### config.mk
export PLATFORM = sky130hd
export DESIGN_NAME = rss_regs
export DESIGN_NICKNAME = d
export VERILOG_FILES = /design/src/rss_pkg.sv /design/src/rss_regs.sv /design/src/rss_cal_seq.sv /design/src/rss_temp_mon.sv
export SDC_FILE = /design/constraint.sdc
export NUM_CORES = 1
export LEC_CHECK = 0
export ABC_AREA = 1
export BUFFER_PORTS_ARGS = -buffer_cell sky130_fd_sc_hd__buf_4
export CORE_MARGIN = 10
export CORE_UTILIZATION = 50
export DETAILED_ROUTE_END_ITERATION = 8
export MAX_ROUTING_LAYER = met4
export PLACE_DENSITY = 0.75
export SLEW_MARGIN = 25
export SYNTH_ARGS = -nofsm -noshare
export SYNTH_HDL_FRONTEND = slang
export SYNTH_SLANG_ARGS = --single-unit
### constraint.sdc
create_clock -name clk -period 4.2 [get_ports clk]
set_input_delay 0.21 -clock clk [delete_from_list [all_inputs] [get_ports clk]]
set_output_delay 0.21 -clock clk [all_outputs]
set_load 0.01 [all_outputs]
### src/rss_pkg.sv
package rss_pkg;

    // ------------------------------------------------------------------
    // register offsets (byte index of each 8-bit register)
    // ------------------------------------------------------------------
    localparam logic [7:0] ADDR_IMAGE_CAL   = 8'h3B;  // image calibration control
    localparam logic [7:0] ADDR_TEMP        = 8'h3C;  // temperature readout
    localparam logic [7:0] ADDR_SUPPLY      = 8'h3D;  // supply detector control
    localparam logic [7:0] ADDR_FLAGS1      = 8'h3E;  // event flags, first
    localparam logic [7:0] ADDR_FLAGS2      = 8'h3F;  // event flags, second
    localparam logic [7:0] ADDR_FIFO_LIMIT  = 8'h35;  // buffer level limit

    // ------------------------------------------------------------------
    // field positions
    // ------------------------------------------------------------------
    localparam int CAL_AUTO_BIT    = 7;  // auto_rx_calibration_enable
    localparam int CAL_TRIG_BIT    = 6;  // rx_calibration_trigger
    localparam int CAL_RUN_BIT     = 5;  // rx_calibration_active
    localparam int CAL_MOVED_BIT   = 3;  // temperature_moved_flag
    localparam int CAL_LIMIT_LSB   = 1;  // temperature_delta_limit lsb
    localparam int CAL_MONOFF_BIT  = 0;  // thermal_monitor_disable
    localparam int SUP_EN_BIT      = 3;  // supply_detector_enable
    localparam int F1_READY_BIT    = 7;
    localparam int F1_RX_BIT       = 6;
    localparam int F1_TX_BIT       = 5;
    localparam int F1_LOCK_BIT     = 4;
    localparam int F1_RSSI_BIT     = 3;
    localparam int F1_TMO_BIT      = 2;
    localparam int F1_PRE_BIT      = 1;
    localparam int F1_SYNC_BIT     = 0;
    localparam int F2_FULL_BIT     = 7;
    localparam int F2_EMPTY_BIT    = 6;
    localparam int F2_LEVEL_BIT    = 5;
    localparam int F2_OVR_BIT      = 4;
    localparam int F2_SENT_BIT     = 3;
    localparam int F2_PAYLOAD_BIT  = 2;
    localparam int F2_CRC_BIT      = 1;
    localparam int F2_SUPPLY_LOW_FLAG_BIT   = 0;

    // ------------------------------------------------------------------
    // reset values and sizes
    // ------------------------------------------------------------------
    localparam logic [1:0] RST_DELTA_LIMIT  = 2'h1;   // 10 degrees
    localparam logic [2:0] RST_SUPPLY_TRIM  = 3'h2;   // third threshold
    localparam logic [5:0] RST_FIFO_LIMIT   = 6'h0F;
    localparam logic [6:0] FIFO_MAX_BYTES   = 7'h42;  // 66 bytes
    localparam logic [7:0] DELTA_STEP_DEG   = 8'h05;  // degrees per code step
    localparam int         CAL_TIME_US      = 10;     // calibration duration
    localparam int         CLK_MHZ          = 20;
    localparam int         CAL_CYCLES       = CAL_TIME_US * CLK_MHZ;

    // ------------------------------------------------------------------
    // operating modes
    // ------------------------------------------------------------------
    typedef enum logic [2:0]
    {
        RSS_SLEEP   = 3'b000,
        RSS_STANDBY = 3'b001,
        RSS_FSTX    = 3'b010,
        RSS_TX      = 3'b011,
        RSS_FSRX    = 3'b100,
        RSS_RX      = 3'b101
    } rss_mode_e;

endpackage

### src/rss_regs.sv
// Function
// - bit 7 enables temperature-driven auto calibration; here it only drives auto_rx_calibration_enable, moved never starts a run
// - write 1 bit 6 starts calibration, standby
// - bit 5 reads 1 while calibration runs
// - temperature moved flag beyond threshold since calibration
// - threshold codes 5/10/15/20 degrees, reset 10
// - monitor off stops; none in sleep/standby
// - temperature readout read-only, minus one per degree
// - supply detector enable bit 3, trim reset 010
// - mode ready sets on reach, clears change
// - rx/tx settled flags, clear leaving mode
// - lock flag follows synthesizer lock in fs/rx/tx
// - rssi flag sets in rx, w1c, leave clears
// - timeout flag read-only, clears leave rx/empty
// - preamble flag sets on detect, w1c
// - sync flag; w1c only in continuous mode
// - full flag exactly at 66 bytes
// - empty flag when buffer holds no bytes
// - level flag when count exceeds limit
// - overrun flag, w1c empties buffer, not sleep
// - packet sent sets in tx, clears leaving
// - payload ready and crc ok clear on empty
// - low supply flag sticky until write 1
//
// Added by the designer: the Wishbone interface to the registers.
module rss_regs
(
    input  wire logic        clk,
    input  wire logic        rstn,
    input  wire logic        ce,
    // classic wishbone slave
    input  wire logic        wb_cyc_i,
    input  wire logic        wb_stb_i,
    input  wire logic        wb_we_i,
    input  wire logic [7:0]  wb_adr_i,
    input  wire logic [7:0]  wb_dat_i,
    input  wire logic        wb_sel_i,
    output logic [7:0]       wb_dat_o,
    output logic             wb_ack_o,
    // radio core status
    input  wire logic [2:0]  mode,
    input  wire logic        continuous_mode,
    input  wire logic        mode_reached,
    input  wire logic        rx_settle_done,
    input  wire logic        tx_ramp_done,
    input  wire logic        pll_lock,
    input  wire logic        rssi_above,
    input  wire logic        rx_timeout,
    input  wire logic        preamble_hit,
    input  wire logic        sync_hit,
    input  wire logic [6:0]  fifo_count,
    input  wire logic        fifo_overrun,
    input  wire logic        packet_done,
    input  wire logic        payload_done,
    input  wire logic        crc_good,
    input  wire logic        supply_below,
    input  wire logic [7:0]  temp_sensor,
    // controls to the radio core
    output logic             auto_rx_calibration_enable,
    output logic             rx_calibration_active,
    output logic             supply_detector_enable,
    output logic [2:0]       supply_threshold_select,
    output logic             fifo_flush
);

    // ------------------------------------------------------------------
    // storage
    // ------------------------------------------------------------------
    logic [1:0] temperature_delta_limit_q;    // threshold code
    logic       thermal_monitor_disable_q;    // monitor off
    logic [5:0] buffer_level_limit_q;         // fifo threshold
    logic [7:0] flags1_q;                     // event flags, first
    logic       overflow_q;                   // buffer overflow sticky
    logic       sent_q;                       // frame sent
    logic       payload_q;                    // frame received
    logic       crc_q;                        // check passed
    logic       supply_low_flag_q;                     // supply low sticky
    logic [2:0] mode_q;                       // previous mode

    // ------------------------------------------------------------------
    // bus decode
    // ------------------------------------------------------------------
    logic       req;          // new access this cycle
    logic       wr;           // write strobe
    logic       cal_start;    // calibration start pulse
    logic       cal_busy;     // from sequencer
    logic       cal_done;     // calibration finished pulse
    logic       mon_en;       // monitoring active
    logic       moved;        // temperature moved
    logic [7:0] reading;      // sampled temperature
    logic       mode_chg;     // mode changed this cycle
    logic       in_rx;        // receive mode
    logic       in_tx;        // transmit mode
    logic       fifo_empty;   // empty level
    logic       w1c_rssi;
    logic       w1c_pre;
    logic       w1c_sync;
    logic       w1c_ovr;
    logic       w1c_bat;

    // address match used by the write decode and control register writes; readback uses its own case
    function automatic logic hit(input logic [7:0] a, input logic [7:0] r);
        hit = (a == r);
    endfunction

    always_comb
    begin
        req        = wb_cyc_i && wb_stb_i && !wb_ack_o;
        wr         = req && wb_we_i && wb_sel_i;
        in_rx      = (mode == rss_pkg::RSS_RX);
        in_tx      = (mode == rss_pkg::RSS_TX);
        mode_chg   = (mode != mode_q);
        fifo_empty = (fifo_count == 7'h00);
        // start only honoured in standby
        cal_start  = wr && hit(wb_adr_i, rss_pkg::ADDR_IMAGE_CAL)
                     && wb_dat_i[rss_pkg::CAL_TRIG_BIT]
                     && (mode == rss_pkg::RSS_STANDBY);
        // monitoring off in sleep, standby or when disabled
        mon_en     = !thermal_monitor_disable_q
                     && (mode != rss_pkg::RSS_SLEEP)
                     && (mode != rss_pkg::RSS_STANDBY);
        w1c_rssi   = wr && hit(wb_adr_i, rss_pkg::ADDR_FLAGS1)
                     && wb_dat_i[rss_pkg::F1_RSSI_BIT];
        w1c_pre    = wr && hit(wb_adr_i, rss_pkg::ADDR_FLAGS1)
                     && wb_dat_i[rss_pkg::F1_PRE_BIT];
        w1c_sync   = wr && hit(wb_adr_i, rss_pkg::ADDR_FLAGS1)
                     && wb_dat_i[rss_pkg::F1_SYNC_BIT]
                     && continuous_mode;
        w1c_ovr    = wr && hit(wb_adr_i, rss_pkg::ADDR_FLAGS2)
                     && wb_dat_i[rss_pkg::F2_OVR_BIT];
        w1c_bat    = wr && hit(wb_adr_i, rss_pkg::ADDR_FLAGS2)
                     && wb_dat_i[rss_pkg::F2_SUPPLY_LOW_FLAG_BIT];
    end

    // ------------------------------------------------------------------
    // helpers
    // ------------------------------------------------------------------
    rss_cal_seq u_cal
    (
        .clk    (clk),
        .rstn   (rstn),
        .ce     (ce),
        .start  (cal_start),
        .active (cal_busy),
        .done   (cal_done)
    );

    rss_temp_mon u_temp
    (
        .clk         (clk),
        .rstn        (rstn),
        .ce          (ce),
        .enable      (mon_en),
        .sensor      (temp_sensor),
        .cal_done    (cal_done),
        .delta_limit (temperature_delta_limit_q),
        .reading     (reading),
        .moved       (moved)
    );

    // ------------------------------------------------------------------
    // control registers
    // ------------------------------------------------------------------
    always_ff @(posedge clk or negedge rstn)
    begin
        if (!rstn)
        begin
            auto_rx_calibration_enable <= 1'b0;
            temperature_delta_limit_q  <= rss_pkg::RST_DELTA_LIMIT;
            thermal_monitor_disable_q  <= 1'b0;
            supply_detector_enable     <= 1'b0;
            supply_threshold_select    <= rss_pkg::RST_SUPPLY_TRIM;
            buffer_level_limit_q       <= rss_pkg::RST_FIFO_LIMIT;
        end
        else if (ce && wr)
        begin
            if (hit(wb_adr_i, rss_pkg::ADDR_IMAGE_CAL))
            begin
                auto_rx_calibration_enable <= wb_dat_i[rss_pkg::CAL_AUTO_BIT];
                temperature_delta_limit_q  <= wb_dat_i[rss_pkg::CAL_LIMIT_LSB +: 2];
                thermal_monitor_disable_q  <= wb_dat_i[rss_pkg::CAL_MONOFF_BIT];
            end
            if (hit(wb_adr_i, rss_pkg::ADDR_SUPPLY))
            begin
                supply_detector_enable  <= wb_dat_i[rss_pkg::SUP_EN_BIT];
                supply_threshold_select <= wb_dat_i[2:0];
            end
            if (hit(wb_adr_i, rss_pkg::ADDR_FIFO_LIMIT))
                buffer_level_limit_q <= wb_dat_i[5:0];
        end
    end

    // calibration running mirror, registered output
    always_ff @(posedge clk or negedge rstn)
    begin
        if (!rstn)
            rx_calibration_active <= 1'b0;
        else if (ce)
            rx_calibration_active <= cal_busy || cal_start;
    end

    // ------------------------------------------------------------------
    // first flag register; set wins over any clear except on the rx/tx flags, where leaving the mode wins
    // ------------------------------------------------------------------
    always_ff @(posedge clk or negedge rstn)
    begin
        if (!rstn)
        begin
            flags1_q <= 8'h00;
            mode_q   <= rss_pkg::RSS_SLEEP;
        end
        else if (ce)
        begin
            mode_q <= mode;
            // mode ready: change clears, reach sets
            if (mode_reached)
                flags1_q[rss_pkg::F1_READY_BIT] <= 1'b1;
            else if (mode_chg)
                flags1_q[rss_pkg::F1_READY_BIT] <= 1'b0;
            flags1_q[rss_pkg::F1_RX_BIT] <= in_rx && (rx_settle_done
                || flags1_q[rss_pkg::F1_RX_BIT]);
            flags1_q[rss_pkg::F1_TX_BIT] <= in_tx && (tx_ramp_done
                || flags1_q[rss_pkg::F1_TX_BIT]);
            flags1_q[rss_pkg::F1_LOCK_BIT] <= pll_lock && (mode >= rss_pkg::RSS_FSTX);
            if (in_rx && rssi_above)
                flags1_q[rss_pkg::F1_RSSI_BIT] <= 1'b1;
            else if (!in_rx || w1c_rssi)
                flags1_q[rss_pkg::F1_RSSI_BIT] <= 1'b0;
            if (rx_timeout)
                flags1_q[rss_pkg::F1_TMO_BIT] <= 1'b1;
            else if (!in_rx || fifo_empty)
                flags1_q[rss_pkg::F1_TMO_BIT] <= 1'b0;
            if (preamble_hit)
                flags1_q[rss_pkg::F1_PRE_BIT] <= 1'b1;
            else if (w1c_pre)
                flags1_q[rss_pkg::F1_PRE_BIT] <= 1'b0;
            if (sync_hit)
                flags1_q[rss_pkg::F1_SYNC_BIT] <= 1'b1;
            else if (!in_rx || fifo_empty || w1c_sync)
                flags1_q[rss_pkg::F1_SYNC_BIT] <= 1'b0;
        end
    end

    // ------------------------------------------------------------------
    // second flag register
    // ------------------------------------------------------------------
    always_ff @(posedge clk or negedge rstn)
    begin
        if (!rstn)
        begin
            overflow_q <= 1'b0;
            sent_q     <= 1'b0;
            payload_q  <= 1'b0;
            crc_q      <= 1'b0;
            supply_low_flag_q   <= 1'b0;
            fifo_flush <= 1'b0;
        end
        else if (ce)
        begin
            fifo_flush <= w1c_ovr;
            if (fifo_overrun && (mode != rss_pkg::RSS_SLEEP))
                overflow_q <= 1'b1;
            else if (w1c_ovr)
                overflow_q <= 1'b0;
            sent_q    <= in_tx && (packet_done || sent_q);
            if (in_rx && payload_done)
                payload_q <= 1'b1;
            else if (fifo_empty || w1c_ovr)
                payload_q <= 1'b0;
            if (in_rx && crc_good)
                crc_q <= 1'b1;
            else if (fifo_empty || w1c_ovr)
                crc_q <= 1'b0;
            if (supply_detector_enable && supply_below)
                supply_low_flag_q <= 1'b1;
            else if (w1c_bat)
                supply_low_flag_q <= 1'b0;
        end
    end

    // ------------------------------------------------------------------
    // read data and acknowledge, one wait-free cycle
    // ------------------------------------------------------------------
    always_ff @(posedge clk or negedge rstn)
    begin
        if (!rstn)
        begin
            wb_ack_o <= 1'b0;
            wb_dat_o <= 8'h00;
        end
        else if (ce)
        begin
            wb_ack_o <= req;
            if (req && !wb_we_i)
            begin
                unique case (wb_adr_i)
                    rss_pkg::ADDR_IMAGE_CAL:
                        wb_dat_o <= {auto_rx_calibration_enable, 1'b0,
                                     cal_busy, 1'b0, moved,
                                     temperature_delta_limit_q,
                                     thermal_monitor_disable_q};
                    rss_pkg::ADDR_TEMP:
                        wb_dat_o <= reading;
                    rss_pkg::ADDR_SUPPLY:
                        wb_dat_o <= {4'h0, supply_detector_enable,
                                     supply_threshold_select};
                    rss_pkg::ADDR_FLAGS1:
                        wb_dat_o <= flags1_q;
                    rss_pkg::ADDR_FLAGS2:
                        wb_dat_o <= {(fifo_count == rss_pkg::FIFO_MAX_BYTES),
                                     fifo_empty,
                                     (fifo_count > {1'b0, buffer_level_limit_q}),
                                     overflow_q, sent_q, payload_q, crc_q, supply_low_flag_q};
                    rss_pkg::ADDR_FIFO_LIMIT:
                        wb_dat_o <= {2'h0, buffer_level_limit_q};
                    default:
                        wb_dat_o <= 8'h00;
                endcase
            end
        end
    end

    // ------------------------------------------------------------------
    // checks
    // ------------------------------------------------------------------
    chk_supply_low_flag_sticky: assert property (@(posedge clk) disable iff (!rstn)
        (ce && supply_low_flag_q && !w1c_bat) |=> supply_low_flag_q)
        else $error("low supply flag dropped without write");
    chk_pre_w1c: assert property (@(posedge clk) disable iff (!rstn)
        (ce && w1c_pre && !preamble_hit) |=> !flags1_q[1])
        else $error("preamble flag not cleared");
    chk_rssi_leave: assert property (@(posedge clk) disable iff (!rstn)
        (ce && !in_rx) |=> !flags1_q[3])
        else $error("rssi flag outside receive");
    chk_sent_tx: assert property (@(posedge clk) disable iff (!rstn)
        (ce && !in_tx) |=> !sent_q)
        else $error("sent flag outside transmit");
    chk_cal_run: assert property (@(posedge clk) disable iff (!rstn)
        (ce && cal_start) |=> cal_busy)
        else $error("calibration did not start");
    chk_flush_pulse: assert property (@(posedge clk) disable iff (!rstn)
        (ce && w1c_ovr) |=> fifo_flush)
        else $error("flush missing after overflow clear");
    chk_payload_clr: assert property (@(posedge clk) disable iff (!rstn)
        (ce && fifo_empty && !(in_rx && payload_done)) |=> !payload_q)
        else $error("payload flag held on empty");
    chk_trim_reset: assert property (@(posedge clk)
        $rose(rstn) |-> supply_threshold_select == rss_pkg::RST_SUPPLY_TRIM)
        else $error("trim reset value wrong");

endmodule

### src/rss_cal_seq.sv
// ----------------------------------------------------------------------
// calibration sequencer: runs a fixed-length calibration on a start pulse
// ----------------------------------------------------------------------
module rss_cal_seq
(
    input  wire logic        clk,
    input  wire logic        rstn,
    input  wire logic        ce,
    input  wire logic        start,
    output logic             active,
    output logic             done
);

    typedef enum logic [0:0]
    {
        RSS_CAL_IDLE = 1'b0,
        RSS_CAL_RUN  = 1'b1
    } rss_cal_e;

    rss_cal_e    state_q;  // sequencer state
    logic [15:0] cnt_q;    // cycles remaining

    // state and countdown
    always_ff @(posedge clk or negedge rstn)
    begin
        if (!rstn)
        begin
            state_q <= RSS_CAL_IDLE;
            cnt_q   <= 16'h0000;
            done    <= 1'b0;
        end
        else if (ce)
        begin
            done <= 1'b0;
            unique case (state_q)
                RSS_CAL_IDLE:
                begin
                    if (start)
                    begin
                        state_q <= RSS_CAL_RUN;
                        cnt_q   <= 16'(rss_pkg::CAL_CYCLES - 1);
                    end
                end
                RSS_CAL_RUN:
                begin
                    // a trigger during a run restarts it, so busy never drops under it
                    if (start)
                        cnt_q <= 16'(rss_pkg::CAL_CYCLES - 1);
                    else if (cnt_q == 16'h0000)
                    begin
                        state_q <= RSS_CAL_IDLE;
                        done    <= 1'b1;
                    end
                    else
                        cnt_q <= cnt_q - 16'h0001;
                end
            endcase
        end
    end

    // running indication straight from state
    assign active = (state_q == RSS_CAL_RUN);

endmodule

### src/rss_temp_mon.sv
// ----------------------------------------------------------------------
// temperature monitor: samples sensor, compares to reading at last cal
// ----------------------------------------------------------------------
module rss_temp_mon
(
    input  wire logic        clk,
    input  wire logic        rstn,
    input  wire logic        ce,
    input  wire logic        enable,
    input  wire logic [7:0]  sensor,
    input  wire logic        cal_done,
    input  wire logic [1:0]  delta_limit,
    output logic [7:0]       reading,
    output logic             moved
);

    logic [7:0] ref_q;  // reading captured at last calibration
    logic [7:0] diff;   // magnitude of change
    logic [7:0] lim;    // threshold in degrees

    // sample only while monitoring runs; reference follows calibration
    always_ff @(posedge clk or negedge rstn)
    begin
        if (!rstn)
        begin
            reading <= 8'h00;
            ref_q   <= 8'h00;
        end
        else if (ce)
        begin
            if (enable)
                reading <= sensor;
            if (cal_done)
                ref_q <= reading;
        end
    end

    // one count per degree, so a plain difference is degrees
    always_comb
    begin
        diff  = (reading > ref_q) ? (reading - ref_q) : (ref_q - reading);
        lim   = 8'((delta_limit + 2'h0) * 1) * rss_pkg::DELTA_STEP_DEG
                + rss_pkg::DELTA_STEP_DEG;
        moved = (diff > lim);
    end

endmodule

Yosys cells after proc, flatten, opt, wreduce, memory -nomap -nowiden --
Cells that the tools add are included.
Word-level totals: word-level logic and storage cells 149, register bits 75, input bits 55, output and inout bits 16
Cells by class: reduce and logical (&&, ||, !) cells 68, order comparisons 4, add/subtract/negate cells 4, $mul 1, multiplexer cells 30, eq/ne operators 14, bitwise operators 1
Operators by type and width (count):
- $eq 8x6->1 const B | 6
- $mux 16 | 3
- $pmux 8 s6 | 1
- $pmux 16 s2 | 1
- $reduce_and 2->1 | 15
- $logic_and 1x1->1 | 28
- $mux 1 | 23
- $reduce_bool 2->1 | 9
- $gt 8x8->1 | 2
- $logic_not 16->1 | 1
- $sub 16x1->16 const B | 1
- $sub 8x8->8 | 2
- $add 8x3->8 const B | 1
- $logic_or 1x1->1 | 8
- $mux 8 | 1
- $eq 7x7->1 const B | 1
- $gt 7x6->1 | 1
- $logic_not 7->1 | 1
- $mul 2x3->5 const B | 1
- $logic_not 1->1 | 4
- $eq 3x1->1 const B | 1
- $eq 3x2->1 const B | 1
- $eq 3x3->1 const B | 1
- $ge 3x2->1 const B | 1
- 8 further kinds | 8

Depth between registers and ports, before layout --
Gate-level depths: netlist of the first run.
depth after elaboration 10, mapped depth 24, depth with buffers taken out 24

Hierarchy --
From an unflattened synthesis of the first run, not the netlist that was laid out.
Second synthesis, totals: cells, all modules 731, area total of the unflattened synthesis 5177.5 sq um
By module, submodules not included:
- rss_regs | cells each 322, sequential area each 1033.5 sq um, area each 2408.6 sq um, times used 1
- rss_temp_mon | cells each 241, sequential area each 400.4 sq um, area each 1644.1 sq um, times used 1
- rss_cal_seq | cells each 168, sequential area each 450.4 sq um, area each 1124.8 sq um, times used 1

Worst setup path before layout of the first run --
Ideal clock, no wire load.
kind flip-flop to flip-flop, start register u_temp.reading[0], end register wb_dat_o[3], slack 1.425 ns, period minus slack after synthesis 2.775 ns, setup time 0.117 ns, arrival 2.658 ns, data required time 4.083 ns, path buffers 0, cell stages (with the launch flop) 23, cells stage by stage dfrtp_1 > inv_1 > ha_1 > inv_1 > fa_1 > nand3_1 > nand3_1 > nand2_1 > nand2_1 > nand2_1 > nor2_1 > a31oi_1 > xor2_1 > ha_1 > a21oi_1 > o21ai_0 > a21oi_1 > a21o_1 > nand2_1 > nand2_1 > nand2_1 > nand2_1 > nand2_1
On the way: longest elaborated chain between the ends 4, elaborated cells on any way between the ends 6, those cells by class add/sub: 2; order compare: 2; mux: 2
RTL lines:
- start: declaration | line rss_temp_mon.sv:13 | output logic [7:0] reading,
- start signal: assignment | line rss_temp_mon.sv:32 | reading <= sensor;
- $sub 8x8->8 or $gt 8x8->1 (tied branches) | line rss_temp_mon.sv:41 | diff = (reading > ref_q) ? (reading - ref_q) : (ref_q - reading);
- $mux 8 (*) | line rss_temp_mon.sv:41
- $gt 8x8->1 (*) | line rss_temp_mon.sv:44 | moved = (diff > lim);
- $pmux 8 s6 (*) | line rss_regs.sv:296 | unique case (wb_adr_i)
- end signal: assignment | line rss_regs.sv:298 | wb_dat_o <= {auto_rx_calibration_enable, 1'b0,
- end signal: assignment | line rss_regs.sv:303 | wb_dat_o <= reading;
- end signal: assignment | line rss_regs.sv:305 | wb_dat_o <= {4'h0, supply_detector_enable,
- end: declaration | line rss_regs.sv:38 | output logic [7:0] wb_dat_o,
Mark *: on every way between the ends. The rest lies on a longest branch, timed or not. A chain may end at the register's enable or synchronous reset.

Worst setup path in the final report of the first run --
Same ends and word-level chain as after synthesis.

==> results of run 1 <==
-- final timing paths --
kind,from,endpoint,slack (ps),cells after the start
max in group asynchronous,rstn,u_temp.ref_q[7]$_DFFE_PN0P_,3610,1
max reg2reg,u_temp.reading[0]$_DFFE_PN0P_,wb_dat_o[3]$_DFFE_PN0P_,1060,24
min in group clk,rssi_above,flags1_q[3]$_DFFE_PN0P_,50,3
max,u_temp.reading[0]$_DFFE_PN0P_,wb_dat_o[3]$_DFFE_PN0P_,1060,24
min,rstn,fifo_flush$_DFFE_PN0P_,-20,1
min reg2reg,wb_dat_o[3]$_DFFE_PN0P_,wb_dat_o[3]$_DFFE_PN0P_,490,2
-- cells in the mapped netlist --
| cell | count | share of area |
|---|---|---|
| mux2_2 | 1 | 0.0024 |
| a32o_1 | 2 | 0.0043 |
| nor3b_1 | 2 | 0.0032 |
| a31oi_1 | 3 | 0.0040 |
| dfrtp_1 | 69 | 0.37 |
| o221ai_1 | 1 | 0.0019 |
| a22o_1 | 1 | 0.0019 |
| a21o_1 | 2 | 0.0032 |
| buf_2 | 1 | 0.0011 |
| o2111ai_1 | 1 | 0.0019 |
| o22ai_1 | 4 | 0.0053 |
| and3_1 | 1 | 0.0013 |
| nand2_1 | 192 | 0.15 |
| buf_6 | 1 | 0.0024 |
| xor2_1 | 3 | 0.0056 |
| nand4_1 | 11 | 0.015 |
| nand3b_1 | 3 | 0.0048 |
| o211ai_1 | 2 | 0.0032 |
| o31ai_1 | 1 | 0.0016 |
| clkbuf_1 | 5 | 0.0040 |
| buf_1 | 1 | 0.00080 |
| nor2_4 | 3 | 0.0072 |
| inv_2 | 2 | 0.0016 |
| nor3_1 | 11 | 0.012 |
| a41oi_1 | 1 | 0.0019 |
| fa_1 | 2 | 0.0085 |
| nor3_2 | 1 | 0.0021 |
| nor4_1 | 1 | 0.0013 |
| dfstp_2 | 6 | 0.034 |
| ha_1 | 29 | 0.077 |
| clkinv_1 | 1 | 0.00080 |
| nor2_1 | 63 | 0.050 |
| nand2_4 | 1 | 0.0024 |
| nand3_2 | 3 | 0.0064 |
| a21oi_1 | 30 | 0.032 |
| o21ai_0 | 42 | 0.045 |
| inv_1 | 89 | 0.071 |
| nand3_1 | 25 | 0.027 |
| a21oi_4 | 1 | 0.0035 |
| nor2_2 | 2 | 0.0027 |
| buf_4 | 1 | 0.0016 |
| xnor2_1 | 13 | 0.024 |
-- worst max-delay path: stages (launching register included) --
cell and delay, ps:
dfrtp_1 390, inv_1 110, ha_1 150, inv_1 60, fa_1 400, nand3_1 80, nand3_1 90, nand2_1 70
nand2_1 50, nand2_1 170, inv_1 110, nand2_1 80, nand2_1 70, xnor2_1 140, inv_1 70, ha_1 280
nand2_1 60, o21ai_0 170, a21oi_1 90, a21o_1 160, nand2_1 60, nand2_1 50, nand2_1 60, nand2_1 40
nand2_1 70
-- metal layers --
| layer | GRT usage | part of all wire |
|---|---|---|
| met4 | 0.04119 | 0.011 |
| met3 | 0.03007 | 0.041 |
| met2 | 0.3142 | 0.49 |
| met1 | 0.2432 | 0.46 |
| met5 | - | 0 |
-- stage by stage --
| step | area, um^2 | worst slack (ps) |
|---|---|---|
| 2_1_floorplan | 4697 | 1425 |
| 3_3_place_gp | 5315 | 1249 |
| 3_5_place_dp | 5315 | 1115 |
| 4_1_cts | 5563 | 1088 |
| 5_1_grt | 5563 | 747.9 |
| 6_report | 5563 | 1060 |
-- kinds of logic (layout without fill, tap and decap cells) --
kind of cell | count (synthesis) | count (layout)
AO/OA/AOI/OAI | 91 | 91
XOR/XNOR | 16 | 16
adder cells (fa/ha/maj) | 31 | 31
buffers and inverters | 101 | 178
flip-flops | 75 | 75
multiplexers | 1 | 1
AND/OR/NAND/NOR | 319 | 319
-- state kept, by name, indices dropped and copies added (netlist names), 2 cells and up --
signal and cells:
flags1_q 8, buffer_level_limit_q 6, u_cal.cnt_q 16, wb_dat_o 8
u_temp.reading 8, mode_q 3, supply_threshold_select 3, u_temp.ref_q 8
temperature_delta_limit_q 2
-- area by class of cell --
class / instances / area, um^2
clock inverter: 7 / 123.9
inverter: 92 / 345.3
clock buffer: 9 / 123.9
multi-input combinational: 458 / 2421
timing repair buffer: 70 / 525.5
sequential: 75 / 1884
tap: 111 / 138.9
fill: 836 / 3633
-- report_power, final --
group	switching [mW]	leakage [nW]	internal (mW)
clock network	0.288	0.120	0.400
logic	0.215	1.84	0.150
registers	0.0392	0.931	0.771
==> flow_summary.toml, run 1 <==
[status]
outcome = "finished, violations left"
violations = "hold timing"

[cells_and_area]
diodes = 0
layout-drive-gt1-share = 0.1491
final_util = 0.6049
final_common_cell = "nand2_1"
layout.nets = 792
area_growth_syn_to_layout_pct = 18.43
layout_common_cells = "nand2_1, inv_1, buf_4"
post_layout_nonfiller_instances = 822

[place]
place_congestion = 0.9739
placedCellCount = 806
dpl.hpwl_mm = 9.733
port_buffers = 70

[cts]
htreeDepth = 3
ctsResizeCount = 0
cts_tree = "done"
post-cts-setup-buffers = 0
cts_hold_buf = 0
cts_sinks = 75
clk_pin_slew_ps = 100
cts_made_buffers = 9
root_buffer = "clkbuf_8"
clockBufferDepth = 2
clk_latency_ps = 360

[logic_synthesis]
postSynthAreaPerCell_um2 = 7.409
synth_nets = 720
synth.area.mux_share = 0.002397
yosys_register_bits = 75
synth-seq-area-share = 0.4012
synth-xor-area-share = 0.02983
synth_simple_gate_area_frac = 0.2882
yosys.area_share.adder = 0.08578
synth_area_mm2 = 0.004697
syn_inst = 634
synth_compound_area_frac = 0.1092
synth_warnings = 0
synth_top_family_by_area = "simple AND/OR/NAND/NOR gates"
ys_types = 42

[die]
ios = 71
dieHeight_um = 116.9
chipWidth_um = 116.9
die-area_mm2 = 0.01367
num_rows = 35
floorplan.initialDensity = 0.5107
coreArea_mm2 = 0.009196

[sta]
hold_ws_ps = -24.69
worst_pin_slew_ps = 926.7
final.setup.tns_ps = 0
maxSlewHeadroom = 0.3822
setup_viol_count_final = 0
maxSlewViolCount = 0
fmax_mhz = 318.5
post-route-min-period_ps = 3140
hold_viol = 13
fin_worst_skew_ps = 14.08
min_period_over_period = 0.7475
rsz0062_at_grt = "false"

[setup_path]
cp-end-kind = "flop"
cp-start-kind = "flop"
path_max_fanout = 7
worstPathRequired_ps = 4500
path_class = "flop to flop"
cp.arrival_ps = 3440

[power]
total_power_mw = 1.863
vdd_drop_max_mv = 0.2808
power_per_cell_area_mw_per_mm2 = 334.8
power_leakage_nw = 2.895

[routing]
wl_per_cell_um = 14.79
drt-initial-drc-count = 251
num_vias = 4315
final_antenna_net_count = 0
drtPass1Iterations = 6
routed_wl_mm = 12.16
drc = 0
viasPerCell = 5.249

[grt]
grt_pass1_wl_mm = 20.31
gr-total-overflow = 0
grt_pass1_vias = 4279
antenna_found_initial = 0
grt_max_degree = 76
grt_usage = 0.1908

[min_path]
hold_class = "primary input to asynchronous set/reset pin"

[job]
cap_violations = 0
(Power assumes the default switching activity.)
==> run 2, diff against run 1 <==
PLACE_DENSITY = 0.78   (was 0.75)
clock period = 2.55 ns   (was 4.2 ns; I/O delays follow)
==> flow_summary.toml, run 2 (synthesized netlist as in run 1, its figures left out) <==
[setup_path]
crit_end = "wb_dat_o[3]$_DFFE_PN0P_"
path_max_fanout = 5
r2r_end = "wb_dat_o[3]$_DFFE_PN0P_"
cp-start-kind = "flop"
worst_path_most_repeated_cell = "nand2_1"
path_cells = "inv_2 -> ha_4 -> inv_2 -> fa_2 -> nand3_2 -> nand3_2 -> nand2_1 -> nand2_1 -> nand2_2 -> nor2_1 -> a31oi_1 -> xor2_1 -> ha_1 -> a21oi_2 -> o21ai_2 -> a21oi_2 -> a21o_1 -> nand2_1 -> nand2_1 -> nand2_1 -> nand2_1 -> nand2_1"
cp-startpoint = "u_temp.reading[0]$_DFFE_PN0P_"
cp.arrival_ps = 3050
r2r_setup_slack_ps = -250
worstPathRequired_ps = 2800
path_class = "flop to flop"
cp.buffers_inverters = 2
rr_worst_depth = 22
crit_cells = 22
cp_top_family = "adder cells"
reg2reg_from = "u_temp.reading[0]$_DFFE_PN0P_"
cp-end-kind = "flop"
crit_slowest_cell = "dfrtp_1"
critPathMaxStageDelay_ps = 390

[die]
chipWidth_um = 116.9
dieHeight_um = 116.9
ios = 71
coreArea_mm2 = 0.009196
die-area_mm2 = 0.01367
num_rows = 35
floorplan.initialDensity = 0.5107

[grt]
grt_pass1_wl_mm = 21.07
grt_usage = 0.1960
grt_pass1_vias = 4586
grt_max_degree = 76
antenna_found_initial = 0
gr-total-overflow = 0

[sta]
final.setup.worst_slack_ps = -247.4
post-route-min-period_ps = 2797
setup_viol_count_final = 1
rsz0062_at_grt = "true"
fin_worst_skew_ps = 10.93
hold_ws_ps = 19.81
fmax_mhz = 357.5
min_period_over_period = 1.097
hold_viol = 0
worst_pin_slew_ps = 934.7
maxSlewHeadroom = 0.3769
maxSlewViolCount = 0

[cells_and_area]
layout_common_cells = "nand2_1, buf_4, inv_1"
multi_input_area_mm2 = 0.002469
diodes = 0
layout-drive-gt1-share = 0.2071
seq_area_mm2 = 0.001884
final_common_cell = "nand2_1"
post_layout_nonfiller_instances = 869
layout.nets = 839
area_growth_syn_to_layout_pct = 27.30
largest_register_ffs = 16
final_util = 0.6502
fillers = 752
largest_register = "u_cal.cnt_q"

[cts]
clk_latency_ps = 350
cts_sinks = 75
clk_pin_slew_ps = 80
clockBufferDepth = 2
htreeDepth = 3
root_buffer = "clkbuf_8"
cts_tree = "done"
cts_made_buffers = 9

[place]
port_buffers = 70
dpl.hpwl_mm = 9.909
dp_slack_ps = -291.3
place_congestion = 0.9631
placedCellCount = 840

[routing]
drtPass1Iterations = 5
drc = 0
viasPerCell = 5.287
final_antenna_net_count = 0
wl_per_cell_um = 14.66
drt-initial-drc-count = 341
routed_wl_mm = 12.74
num_vias = 4594

[power]
power_leakage_nw = 3.113
vdd_drop_max_mv = 0.3112
power_per_cell_area_mw_per_mm2 = 532.3

[job]
cap_violations = 0

[status]
violations = "setup timing"
outcome = "finished, violations left"

[min_path]
hold_class = "primary input to flop"
-- run 2: how the worst min path moves through the flow --
stage	endpoint	start	depth (start not counted)	slack (ps)
floorplan	auto_rx_calibration_enable$_DFFE_PN0P_	rstn	0	-170
finish	flags1_q[4]$_DFFE_PN0P_	pll_lock	3	20
detailed placement	crc_q$_DFFE_PN0P_	rstn	1	330
global placement	crc_q$_DFFE_PN0P_	rstn	1	320
CTS	flags1_q[4]$_DFFE_PN0P_	pll_lock	3	10
global route	u_temp.reading[5]$_DFFE_PN0P_	temp_sensor[5]	3	20
-- run 2: through the flow --
stage	setup TNS (ps)	power, mW	area (um^2)
final	-247.4	3.183	5979
after global routing	-484.7	3.339	5979
after CTS	-266.1	3.164	5952
after detailed placement	-291.3	2.046	5598
after global placement	-142.5	2.011	5598
after floorplan	-88.14	1.739	4725
-- run 2: layer usage --
metal | global-route usage | vias to the layer above | routed length [um]
met2 | 0.3315 | 149 | 6244
met1 | 0.2345 | 2155 | 5655
met3 | 0.03568 | 24 | 638
li1 | - | 2266 | -
met4 | 0.05601 | 0 | 201
met5 | - | - | 0
-- run 2: worst reg2reg max path, stage by stage (launching register included) --
cell and delay [ps]:
dfrtp_1 390, inv_2 80, ha_4 120, inv_2 40, fa_2 340, nand3_2 70, nand3_2 70, nand2_1 60
nand2_1 50, nand2_2 120, nor2_1 50, a31oi_1 160, xor2_1 160, ha_1 270, a21oi_2 140, o21ai_2 70
a21oi_2 130, a21o_1 100, nand2_1 50, nand2_1 50, nand2_1 50, nand2_1 60, nand2_1 40
-- run 2: what timing repair did --
| action | CTS | global route |
|---|---|---|
| pin swaps | 6 | 5 |
| buffers inserted | 3 | 1 |
| endpoints found under the hold margin | 77 | 0 |
| hold buffers | 9 | 0 |
| gates resized for setup | 0 | 7 |
| setup endpoints to repair | 1 | 1 |
| gates cloned | 0 | 0 |
-- run 2: layout make-up --
cell class | instances | share of cell area
Tap cell | 111 | 0.02323
Sequential cell | 75 | 0.3151
Timing Repair Buffer | 117 | 0.1507
Clock buffer | 10 | 0.02134
Clock inverter | 6 | 0.01904
Inverter | 92 | 0.05775
Multi-Input combinational cell | 458 | 0.4128
-- run 2: where the power goes --
group / internal, mW / total [mW] / switching [mW]
combinational: 0.340 / 0.743 / 0.402
clock: 0.652 / 1.11 / 0.455
sequential: 1.27 / 1.33 / 0.0636
total: 2.26 / 3.18 / 0.921
